`src/verilog/scui_pkg.sv`:
```
// Package: register map, field layout and types of the card event unit
package scui_pkg;

  // Special function register addresses
  localparam logic [7:0] SCUI_ADDR_SELECTION = 8'h00_AB;
  localparam logic [7:0] SCUI_ADDR_EVENT     = 8'h00_AE;

  // Event bit positions, shared by identification and enable registers
  localparam int SCUI_BIT_TX_EMPTY  = 7;
  localparam int SCUI_BIT_RESERVED  = 6;
  localparam int SCUI_BIT_OVERCURR  = 5;
  localparam int SCUI_BIT_VOLTAGE   = 4;
  localparam int SCUI_BIT_WAIT      = 3;
  localparam int SCUI_BIT_TX_DONE   = 2;
  localparam int SCUI_BIT_RX_DONE   = 1;
  localparam int SCUI_BIT_PARITY    = 0;

  // Selection register fields
  localparam int SCUI_SEL_GUARD     = 6;
  localparam int SCUI_SEL_REPEAT    = 4;
  localparam int SCUI_SEL_PRESC_HI  = 3;
  localparam int SCUI_SEL_PRESC_LO  = 2;
  localparam int SCUI_SEL_ALTCLK    = 1;
  localparam int SCUI_SEL_BANK      = 0;

  // Reset values; reserved bits read zero
  localparam logic [7:0] SCUI_RST_EVENT     = 8'h00_00;
  localparam logic [7:0] SCUI_RST_ENABLE    = 8'h00_00;
  localparam logic [7:0] SCUI_RST_SELECTION = 8'h00_08;
  // Writable bits of each register
  localparam logic [7:0] SCUI_MASK_ENABLE   = 8'h00_BF;
  localparam logic [7:0] SCUI_MASK_SELECTION = 8'h00_5F;
  localparam logic [7:0] SCUI_ZERO          = 8'h00_00;

  // Hardware event strobes from the card interface engine
  typedef struct packed {
    logic txEmpty;
    logic overCurrent;
    logic voltageOut;
    logic waitExpired;
    logic txDone;
    logic rxDone;
    logic parityBad;
  } scui_events_t;

  // Special function register access from the core
  typedef struct packed {
    logic       rd;
    logic       wr;
    logic [7:0] addr;
    logic [7:0] wdata;
  } scui_sfr_req_t;

  // Event codes of the priority resolver, one-hot
  typedef enum logic [7:0] {
    SCUI_SRC_NONE     = 8'h00_00,
    SCUI_SRC_PARITY   = 8'h00_01,
    SCUI_SRC_RX_DONE  = 8'h00_02,
    SCUI_SRC_TX_DONE  = 8'h00_04,
    SCUI_SRC_WAIT     = 8'h00_08,
    SCUI_SRC_VOLTAGE  = 8'h00_10,
    SCUI_SRC_OVERCURR = 8'h00_20,
    SCUI_SRC_TX_EMPTY = 8'h00_80
  } scui_source_t;

endpackage

```
`src/verilog/scui_priority.sv`:
```
// Priority resolver: picks the highest pending enabled event
`timescale 1ns/1ns
`default_nettype none
module scui_priority
  import scui_pkg::*;
(
  input  wire logic [7:0]   pending,
  output scui_source_t      topSource
);

  // Fixed order, buffer empty highest, parity error lowest
  always_comb
  begin
    if (pending[SCUI_BIT_TX_EMPTY])
      topSource = SCUI_SRC_TX_EMPTY;
    else if (pending[SCUI_BIT_OVERCURR])
      topSource = SCUI_SRC_OVERCURR;
    else if (pending[SCUI_BIT_VOLTAGE])
      topSource = SCUI_SRC_VOLTAGE;
    else if (pending[SCUI_BIT_WAIT])
      topSource = SCUI_SRC_WAIT;
    else if (pending[SCUI_BIT_TX_DONE])
      topSource = SCUI_SRC_TX_DONE;
    else if (pending[SCUI_BIT_RX_DONE])
      topSource = SCUI_SRC_RX_DONE;
    else if (pending[SCUI_BIT_PARITY])
      topSource = SCUI_SRC_PARITY;
    else
      topSource = SCUI_SRC_NONE;
  end

endmodule
`default_nettype wire

```
`src/verilog/scui_event_unit.sv`:
```
// Card interface event unit: flags, enables, selection register, request
//
// Summary of operation
// Voltage error flag, bit 4, sets when supply leaves chosen range.
// Wait timeout flag, bit 3, sets when waiting counter expires.
// Transmitted flag, bit 2, sets when a character send completes.
// Received flag, bit 1, sets when a character receive completes.
// Parity flag, bit 0, sets together with transmitted or received flag.
// Reading the identification register clears all its flags.
// A flag requests an interrupt only while its enable bit is set.
// Same-edge order: empty, current, voltage, wait, tx, rx, parity.
// Software should keep a copy of each identification read.
// Enables: 7 empty, 5 current, 4 voltage, 3 wait, 2 tx, 1 rx, 0 parity.
// Enable register shares the address, visible when bank select is 1.
// Identification and enable registers reset to zero.
// Software leaves reserved enable bit 6 alone.
// Selection register: guard 6, repeat 4, prescale 3-2, clock 1, bank 0.
// Bank select chooses which register set shows at shared addresses.
// Buffer empty flag, bit 7, sets when buffer moves to shift register.
// One request: OR of each flag ANDed with its enable bit.
`timescale 1ns/1ns
`default_nettype none
module scui_event_unit
  import scui_pkg::*;
(
  input  wire logic          clk,
  input  wire logic          rst,
  input  wire scui_sfr_req_t sfrReq,
  input  wire scui_events_t  events,
  output logic [7:0]         sfrRdata,
  output logic               sfrRvalid,
  output logic               irqRequest,
  output scui_source_t       topSource,
  output logic               bankSelect,
  output logic               blockGuardEnable,
  output logic               repeatCountSelect,
  output logic [1:0]         altClockPrescale,
  output logic               altClockOutputSelect
);

  logic [7:0]   eventIdent_reg;
  logic [7:0]   eventIdent_next;
  logic [7:0]   eventEnable_reg;
  logic [7:0]   selection_reg;
  logic [7:0]   rawSet;
  logic [7:0]   pendingEnabled;
  logic         hitEvent;
  logic         hitSelection;
  logic         identRead;
  logic         enableWrite;
  logic [7:0]   readMux;
  scui_source_t topSourceNext;

  // Decode of one special function address
  function automatic logic addrHit(input logic [7:0] a, input logic [7:0] b);
    addrHit = (a == b);
  endfunction

  assign hitEvent     = addrHit(sfrReq.addr, SCUI_ADDR_EVENT);
  assign hitSelection = addrHit(sfrReq.addr, SCUI_ADDR_SELECTION);

  // Shared address: bank 0 shows identification, bank 1 the enables
  assign identRead   = sfrReq.rd && hitEvent
                       && !selection_reg[SCUI_SEL_BANK];
  assign enableWrite = sfrReq.wr && hitEvent
                       && selection_reg[SCUI_SEL_BANK];

  // Event strobes mapped to identification bit positions
  always_comb
  begin
    rawSet = SCUI_ZERO;
    rawSet[SCUI_BIT_TX_EMPTY] = events.txEmpty;
    rawSet[SCUI_BIT_OVERCURR] = events.overCurrent;
    rawSet[SCUI_BIT_VOLTAGE]  = events.voltageOut;
    rawSet[SCUI_BIT_WAIT]     = events.waitExpired;
    rawSet[SCUI_BIT_TX_DONE]  = events.txDone;
    rawSet[SCUI_BIT_RX_DONE]  = events.rxDone;
    // Parity only rides on a tx or rx completion in the same cycle
    rawSet[SCUI_BIT_PARITY]   = events.parityBad
                                && (events.txDone || events.rxDone);
  end

  // Read clears all flags, but an event in that cycle still sets:
  // without this, an edge landing on the read would be lost
  always_comb
  begin
    eventIdent_next = eventIdent_reg;
    if (identRead)
      eventIdent_next = SCUI_ZERO;
    eventIdent_next = eventIdent_next | rawSet;
  end

  // Identification flags
  always_ff @(posedge clk)
  begin
    if (rst)
      eventIdent_reg <= SCUI_RST_EVENT;
    else
      eventIdent_reg <= eventIdent_next;
  end

  // Enable register, reserved bit 6 kept at zero
  always_ff @(posedge clk)
  begin
    if (rst)
      eventEnable_reg <= SCUI_RST_ENABLE;
    else if (enableWrite)
      eventEnable_reg <= sfrReq.wdata & SCUI_MASK_ENABLE;
  end

  // Selection register, reserved bits 7 and 5 kept at zero
  always_ff @(posedge clk)
  begin
    if (rst)
      selection_reg <= SCUI_RST_SELECTION;
    else if (sfrReq.wr && hitSelection)
      selection_reg <= sfrReq.wdata & SCUI_MASK_SELECTION;
  end

  // Selection fields out to the rest of the card interface
  always_ff @(posedge clk)
  begin
    if (rst)
    begin
      bankSelect           <= SCUI_RST_SELECTION[SCUI_SEL_BANK];
      blockGuardEnable     <= SCUI_RST_SELECTION[SCUI_SEL_GUARD];
      repeatCountSelect    <= SCUI_RST_SELECTION[SCUI_SEL_REPEAT];
      altClockPrescale     <= SCUI_RST_SELECTION[SCUI_SEL_PRESC_HI:
                                                 SCUI_SEL_PRESC_LO];
      altClockOutputSelect <= SCUI_RST_SELECTION[SCUI_SEL_ALTCLK];
    end
    else
    begin
      bankSelect           <= selection_reg[SCUI_SEL_BANK];
      blockGuardEnable     <= selection_reg[SCUI_SEL_GUARD];
      repeatCountSelect    <= selection_reg[SCUI_SEL_REPEAT];
      altClockPrescale     <= selection_reg[SCUI_SEL_PRESC_HI:
                                            SCUI_SEL_PRESC_LO];
      altClockOutputSelect <= selection_reg[SCUI_SEL_ALTCLK];
    end
  end

  // Flags gated by their enables; next state so request tracks flags
  assign pendingEnabled = eventIdent_next & eventEnable_reg;

  // Priority order of simultaneous events
  scui_priority u_priority
  (
    .pending   (pendingEnabled),
    .topSource (topSourceNext)
  );

  // Interrupt request and the event to service first
  always_ff @(posedge clk)
  begin
    if (rst)
    begin
      irqRequest <= 1'b0;
      topSource  <= SCUI_SRC_NONE;
    end
    else
    begin
      irqRequest <= |pendingEnabled;
      topSource  <= topSourceNext;
    end
  end

  // Read data multiplexer; unmapped addresses read zero
  always_comb
  begin
    readMux = SCUI_ZERO;
    if (hitSelection)
      readMux = selection_reg;
    else if (hitEvent && selection_reg[SCUI_SEL_BANK])
      readMux = eventEnable_reg;
    else if (hitEvent)
      readMux = eventIdent_reg;
  end

  // Registered read answer, one cycle after the strobe
  always_ff @(posedge clk)
  begin
    if (rst)
    begin
      sfrRdata  <= SCUI_ZERO;
      sfrRvalid <= 1'b0;
    end
    else
    begin
      sfrRvalid <= sfrReq.rd;
      if (sfrReq.rd)
        sfrRdata <= readMux;
    end
  end

endmodule
`default_nettype wire

```
`config.mk`:
```
export PLATFORM = sky130hd
export DESIGN_NAME = scui_event_unit
export DESIGN_NICKNAME = d
export VERILOG_FILES = /design/src/verilog/scui_pkg.sv /design/src/verilog/scui_priority.sv /design/src/verilog/scui_event_unit.sv
export SDC_FILE = /design/constraint.sdc
export NUM_CORES = 1
export LEC_CHECK = 0
export ABC_AREA = 1
export BUFFER_PORTS_ARGS = -buffer_cell sky130_fd_sc_hd__buf_2
export CORE_UTILIZATION = 40
export CTS_CLUSTER_SIZE = 16
export DETAILED_ROUTE_END_ITERATION = 12
export PLACE_DENSITY = 0.66
export SKIP_LAST_GASP = 1
export SYNTH_ARGS = -nofsm -noshare
export SYNTH_HDL_FRONTEND = slang
export SYNTH_SLANG_ARGS = --single-unit
```
`constraint.sdc`:
```
create_clock -name clk -period 1.9 [get_ports clk]
set_input_delay 0.475 -clock clk [delete_from_list [all_inputs] [get_ports clk]]
set_output_delay 0.475 -clock clk [all_outputs]
set_load 0.01 [all_outputs]
```
==> flow_metrics.tcl, run 1 <==
set metrics [dict create \
    layout.nets 294 \
    track_usage_pct 17.07 \
    critical_path_arrival_ps 1630 \
    synthToLayoutAreaGrowth_pct 22.25 \
    die_x_um 66.84 \
    ctsResizeCount 0 \
    setup_ws_ps 435.4 \
    critical_path_class "flip-flop to flip-flop" \
    synth_compound_area_share_pct 16.52 \
    mostFrequentLayoutCells "nand2_1 (49), buf_2 (49), dfxtp_1 (43), inv_1 (25), o21ai_0 (24)" \
    drv_cap 0 \
    critPathLaunchType "flip-flop" \
    p_per_area_nw_per_um2 761.5 \
    crit-reg2reg-launch "selection_reg[0]$_SDFFE_PP0P_" \
    drv_slew 0 \
    dp.cells 310 \
    fin_crit_ps 1465 \
    die-height_um 66.84 \
    ir_worst_vdd_v 0.0004254 \
    hold_slack_ps 424.4 \
    place_ws_ps 144.8 \
    setup_viol 0 \
    grt_overflow 0 \
    ys_seq_area_share_pct 51.19 \
    fp.dieArea_um2 4468 \
    gp_congestion 0.7347 \
    antenna_cells 0 \
    core_area_um2 4029 \
    end_kind "flip-flop" \
    synth.area.mux_share_pct 0.5952 \
    largest-register "sfrRdata" \
    vias 1468 \
    wl_per_cell_um 10.80 \
    clk_pin_slew_worst_paths_ps 80 \
    antenna_found_initial 0 \
    synth.distinct_cells 23 \
    initial_core_util_pct 41.74 \
    hpwl_um 2655 \
    fmax_mhz 682.8 \
    syn_area_per_cell_um2 7.785 \
    row_count 23 \
    cts-root-buf "clkbuf_8" \
    yosys_warnings 0 \
    grt_max_degree 21 \
    mappedNetlistNets 243 \
    hp-start "events[6]" \
    ys_ff_latch 43 \
    drc 0 \
    status "completed" \
    slew_headroom_pct 62.81 \
    clock_latency_ps 290 \
    holdBufCountCts 0 \
    syn_area_um2 1682 \
    synth-xor-area-share_pct 0 \
    firstDrtPassIters 4 \
    setup_tns_ps 0 \
    vias_per_cell 4.616 \
    post-route-util_pct 51.02 \
    hold_path.class "input port to flip-flop" \
    post-cts-setup-buffers 0 \
    finalHoldViolCount 0 \
    cts_buffers 5 \
    fillers 431 \
    postRouteAntennaNets 0 \
    power_leakage_nw 0.9389 \
    startpoint "selection_reg[0]$_SDFFE_PP0P_" \
    rsz0062_at_grt "false" \
    finClkSkew_ps 3.949 \
    final-seq-area_um2 860.8 \
    period_share_pct 77.08 \
    worst-path-max-fanout 13 \
    multi_input_area_um2 685.7 \
    drt-initial-drc-count 47 \
    synth_top_area_share_pct 51.19 \
    synth_adder_area_share_pct 0 \
    drt-total-wl_um 3434 \
    pin_count 51 \
    final_layout_size_suffix_gt1_share_pct 27.24 \
    synth_area_leaders "dfxtp_1 (51%), nand2_1 (11%), o21ai_0 (7.1%)" \
    cts_tree "yes" \
    cts_max_level 2 \
    synth_top_cell_by_area "dfxtp_1" \
    clock_path_buffers 2 \
    largest_reg_flops 8 \
    required_ps 2070 \
    tightest_slew_ps 557.3 \
    io_buffers 49 \
    synth_top_family_by_area "simple AND/OR/NAND/NOR gates" \
    final_cell_count_no_fill 318 \
    cts_sinks 43 \
    syn_inst 216 \
    synthSimpleGateAreaFrac_pct 23.44 \
    grt_pass1_vias 1301 \
    grt_pass1_wl_um 5506 \
]
-- cell usage after synthesis (all sizes together) --
cell type  count
nor3           4
o21ai         25
clkbuf         5
buf            3
nor2          20
inv           26
mux2i          1
dfxtp         43
o211ai         2
nand2         55
a21oi         24
o22ai          1
nand3          6
conb           1
-- stage by stage --
stage	power, W	area, um2
detailed placement	0.001044	1974
CTS	0.001586	2056
global placement	0.001044	1974
finish	0.001566	2056
global route	0.001638	2056
floorplan	0.0009994	1682
-- area by class of cell --
type / count / area share, %
well taps: 50 / 3.043
multi-input cells: 139 / 33.35
flip-flops and latches: 43 / 41.87
clock inverters: 1 / 0.2435
repair buffers: 52 / 13.02
clock buffers: 7 / 3.713
inverters: 26 / 4.747
-- power breakdown --
group | switching [W] | total (W) | internal, W
Sequential | 0.00000739 | 0.000920 | 0.000913
Combinational | 0.0000596 | 0.000101 | 0.0000413
Clock | 0.000286 | 0.000544 | 0.000258
Total | 0.000353 | 0.00157 | 0.00121
-- routing by layer --
metal / vias to the layer above / track usage [%] / share of wire, % / routed length [um]
met3: 4 / 4.281 / 4.5 / 154
met2: 33 / 29.42 / 48 / 1652
li1: 784 / - / - / -
met4: 0 / 8.777 / 1.8 / 62
met5: - / 0 / 0 / 0
met1: 647 / 19.19 / 46 / 1564
-- critical path, cell delays in order (launching register included) --
cell and delay (ps):
dfxtp_1 480, inv_1 140, nor2_2 190, nand2_1 240, o21ai_0 230, a21oi_1 50
-- final timing paths --
| check | to | slack [ps] | depth (start not counted) |
|---|---|---|---|
| setup / recovery | eventEnable_reg[1]$_SDFFE_PP0P_ | 440 | 5 |
| hold / removal | eventIdent_reg[7]$_SDFF_PP0_ | 420 | 3 |
| setup reg to reg | eventEnable_reg[1]$_SDFFE_PP0P_ | 440 | 5 |
| hold reg to reg | blockGuardEnable$_SDFF_PP0_ | 450 | 2 |
-- logic make-up after synthesis --
logic type             after synthesis
and+or+nand+nor                     85
AOI/OAI and AO/OA                   52
DFF                                 43
buffers and inverters               34
muxes                                1
other                                1
Power figures use the tool's default switching activity.
==> inputs of run 2 (changes only) <==
- clock period: 1.9 -> 1.45 ns (I/O delays scaled with it)
==> run 2 against run 1 <==
  * Via count up 4.2%
  * Sequential share of layout area down 2.1 points
  * Wire length increased by 6.1%
  * Fmax is 15% higher
  * Clock power is 53% higher
  * Clock-buffer cell count grew 1
  * Register-to-register slack got worse by 260 ps
  * Critical endpoint is now eventEnable_reg[5]$_SDFFE_PP0P_
  * Largest power group unchanged
  * Highest routed layer unchanged
==> flow_metrics.tcl, run 2 (synthesized netlist as in run 1, its figures left out) <==
set metrics [dict create \
    drv_slew 0 \
    ir_worst_vdd_v 0.0005692 \
    fin_crit_ps 1271 \
    final_cell_count_no_fill 330 \
    fin_area_um2 2165 \
    finalHoldViolCount 0 \
    mostFrequentLayoutCells "nand2_1 (49), buf_2 (49), dfxtp_1 (43), inv_1 (25), o21ai_0 (24)" \
    hp-start "sfrReq[3]" \
    drc 0 \
    crit_path_max_incr_delay_ps 390 \
    fillers 419 \
    fp.dieArea_um2 4468 \
    dp.cells 322 \
    core_area_um2 4029 \
    grt_max_degree 15 \
    grt_overflow 0 \
    gp_congestion 0.7889 \
    power_leakage_nw 1.004 \
    largest_reg_flops 8 \
    required_ps 1680 \
    drt-total-wl_um 3643 \
    cts_sinks 43 \
    post-cts-setup-buffers 0 \
    setup_viol 0 \
    p_per_area_nw_per_um2 1010 \
    cts_tree "yes" \
    critical_path_arrival_ps 1510 \
    cts_buffers 5 \
    crit_path_top_delay_cell "dfxtp_1" \
    clk_pin_slew_worst_paths_ps 80 \
    wl_per_cell_um 11.04 \
    pin_count 51 \
    ctsResizeCount 0 \
    antenna_found_initial 0 \
    cp_cell_sequence "inv_1 -> nor2_2 -> nand2_1 -> buf_4 -> a21oi_1" \
    vias 1529 \
    firstDrtPassIters 4 \
    die_x_um 66.84 \
    clock_path_buffers 2 \
    critical_path_class "flip-flop to flip-flop" \
    grt_pass1_vias 1401 \
    io_buffers 49 \
    drt-initial-drc-count 40 \
    fmax_mhz 786.5 \
    period_share_pct 87.69 \
    initial_core_util_pct 41.74 \
    clock_latency_ps 300 \
    antenna_cells 0 \
    hold_slack_ps 318.1 \
    holdBufCountCts 0 \
    rsz0062_at_grt "false" \
    grt_pass1_wl_um 6030 \
    cts_max_level 2 \
    end_kind "flip-flop" \
    setup_tns_ps 0 \
    hold_path.class "input port to flip-flop" \
    largest-register "sfrRdata" \
    drv_cap 0 \
    worst-path-buf-inv 2 \
    vias_per_cell 4.633 \
    synthToLayoutAreaGrowth_pct 28.72 \
    status "completed" \
    final_layout_size_suffix_gt1_share_pct 30.71 \
    critPathLaunchType "flip-flop" \
    worst-path-max-fanout 12 \
    track_usage_pct 18.86 \
    critical-path-top-delay-family "flip-flops" \
    finClkSkew_ps 6.961 \
    startpoint "selection_reg[0]$_SDFFE_PP0P_" \
    postRouteAntennaNets 0 \
    die-height_um 66.84 \
    cts-root-buf "clkbuf_8" \
    layout.nets 306 \
    hpwl_um 2776 \
    crit-reg2reg-launch "selection_reg[0]$_SDFFE_PP0P_" \
    placed_area_um2 2064 \
    row_count 23 \
]
[run 2: worst reg2reg max path: stages, from the launching register on]
cell and delay [ps]:
dfxtp_1 390, inv_1 120, nor2_2 130, nand2_1 220, buf_4 220, a21oi_1 140
[run 2: where the power goes]
part / total, W / leakage [nW] / internal (W) / switching [W]
combinational: 0.000150 / 0.604 / 0.0000665 / 0.0000834
sequential: 0.00121 / 0.349 / 0.00120 / 0.00000929
clock: 0.000832 / 0.0515 / 0.000435 / 0.000397
total: 0.00219 / 1.00 / 0.00170 / 0.000490
[run 2: final timing paths]
path / endpoint / depth (start not counted) / slack (ps)
min reg2reg: altClockOutputSelect$_SDFF_PP0_ / 2 / 450
max reg2reg: eventEnable_reg[5]$_SDFFE_PP0P_ / 5 / 180
max: eventEnable_reg[5]$_SDFFE_PP0P_ / 5 / 180
min: selection_reg[3]$_SDFFE_PP1P_ / 3 / 320
[run 2: layer usage]
layer	track usage [%]	wire length (um)	up-vias
met5	0	0	-
li1	-	-	808
met4	9.043	73	0
met1	22.62	1669	682
met3	5.479	146	6
met2	30.56	1753	33
[run 2: cell type report]
type	count	area [um2]	share of cell area, %
timing repair buffer	64	357.8	16.53
clock buffer	8	100.1	4.624
sequential	43	860.8	39.77
tap	50	62.56	2.890
inverter	26	97.59	4.509
multi-input combinational	139	685.7	31.68
[run 2: per-stage QoR]
stage	power [W]	util, %	setup slack, ps
floorplan	0.001310	-	76.51
global placement	0.001383	51.24	-104.7
detailed placement	0.001384	51.24	-131.2
CTS	0.002203	53.73	178.5
global route	0.002273	53.73	42.62
finish	0.002187	53.73	178.6
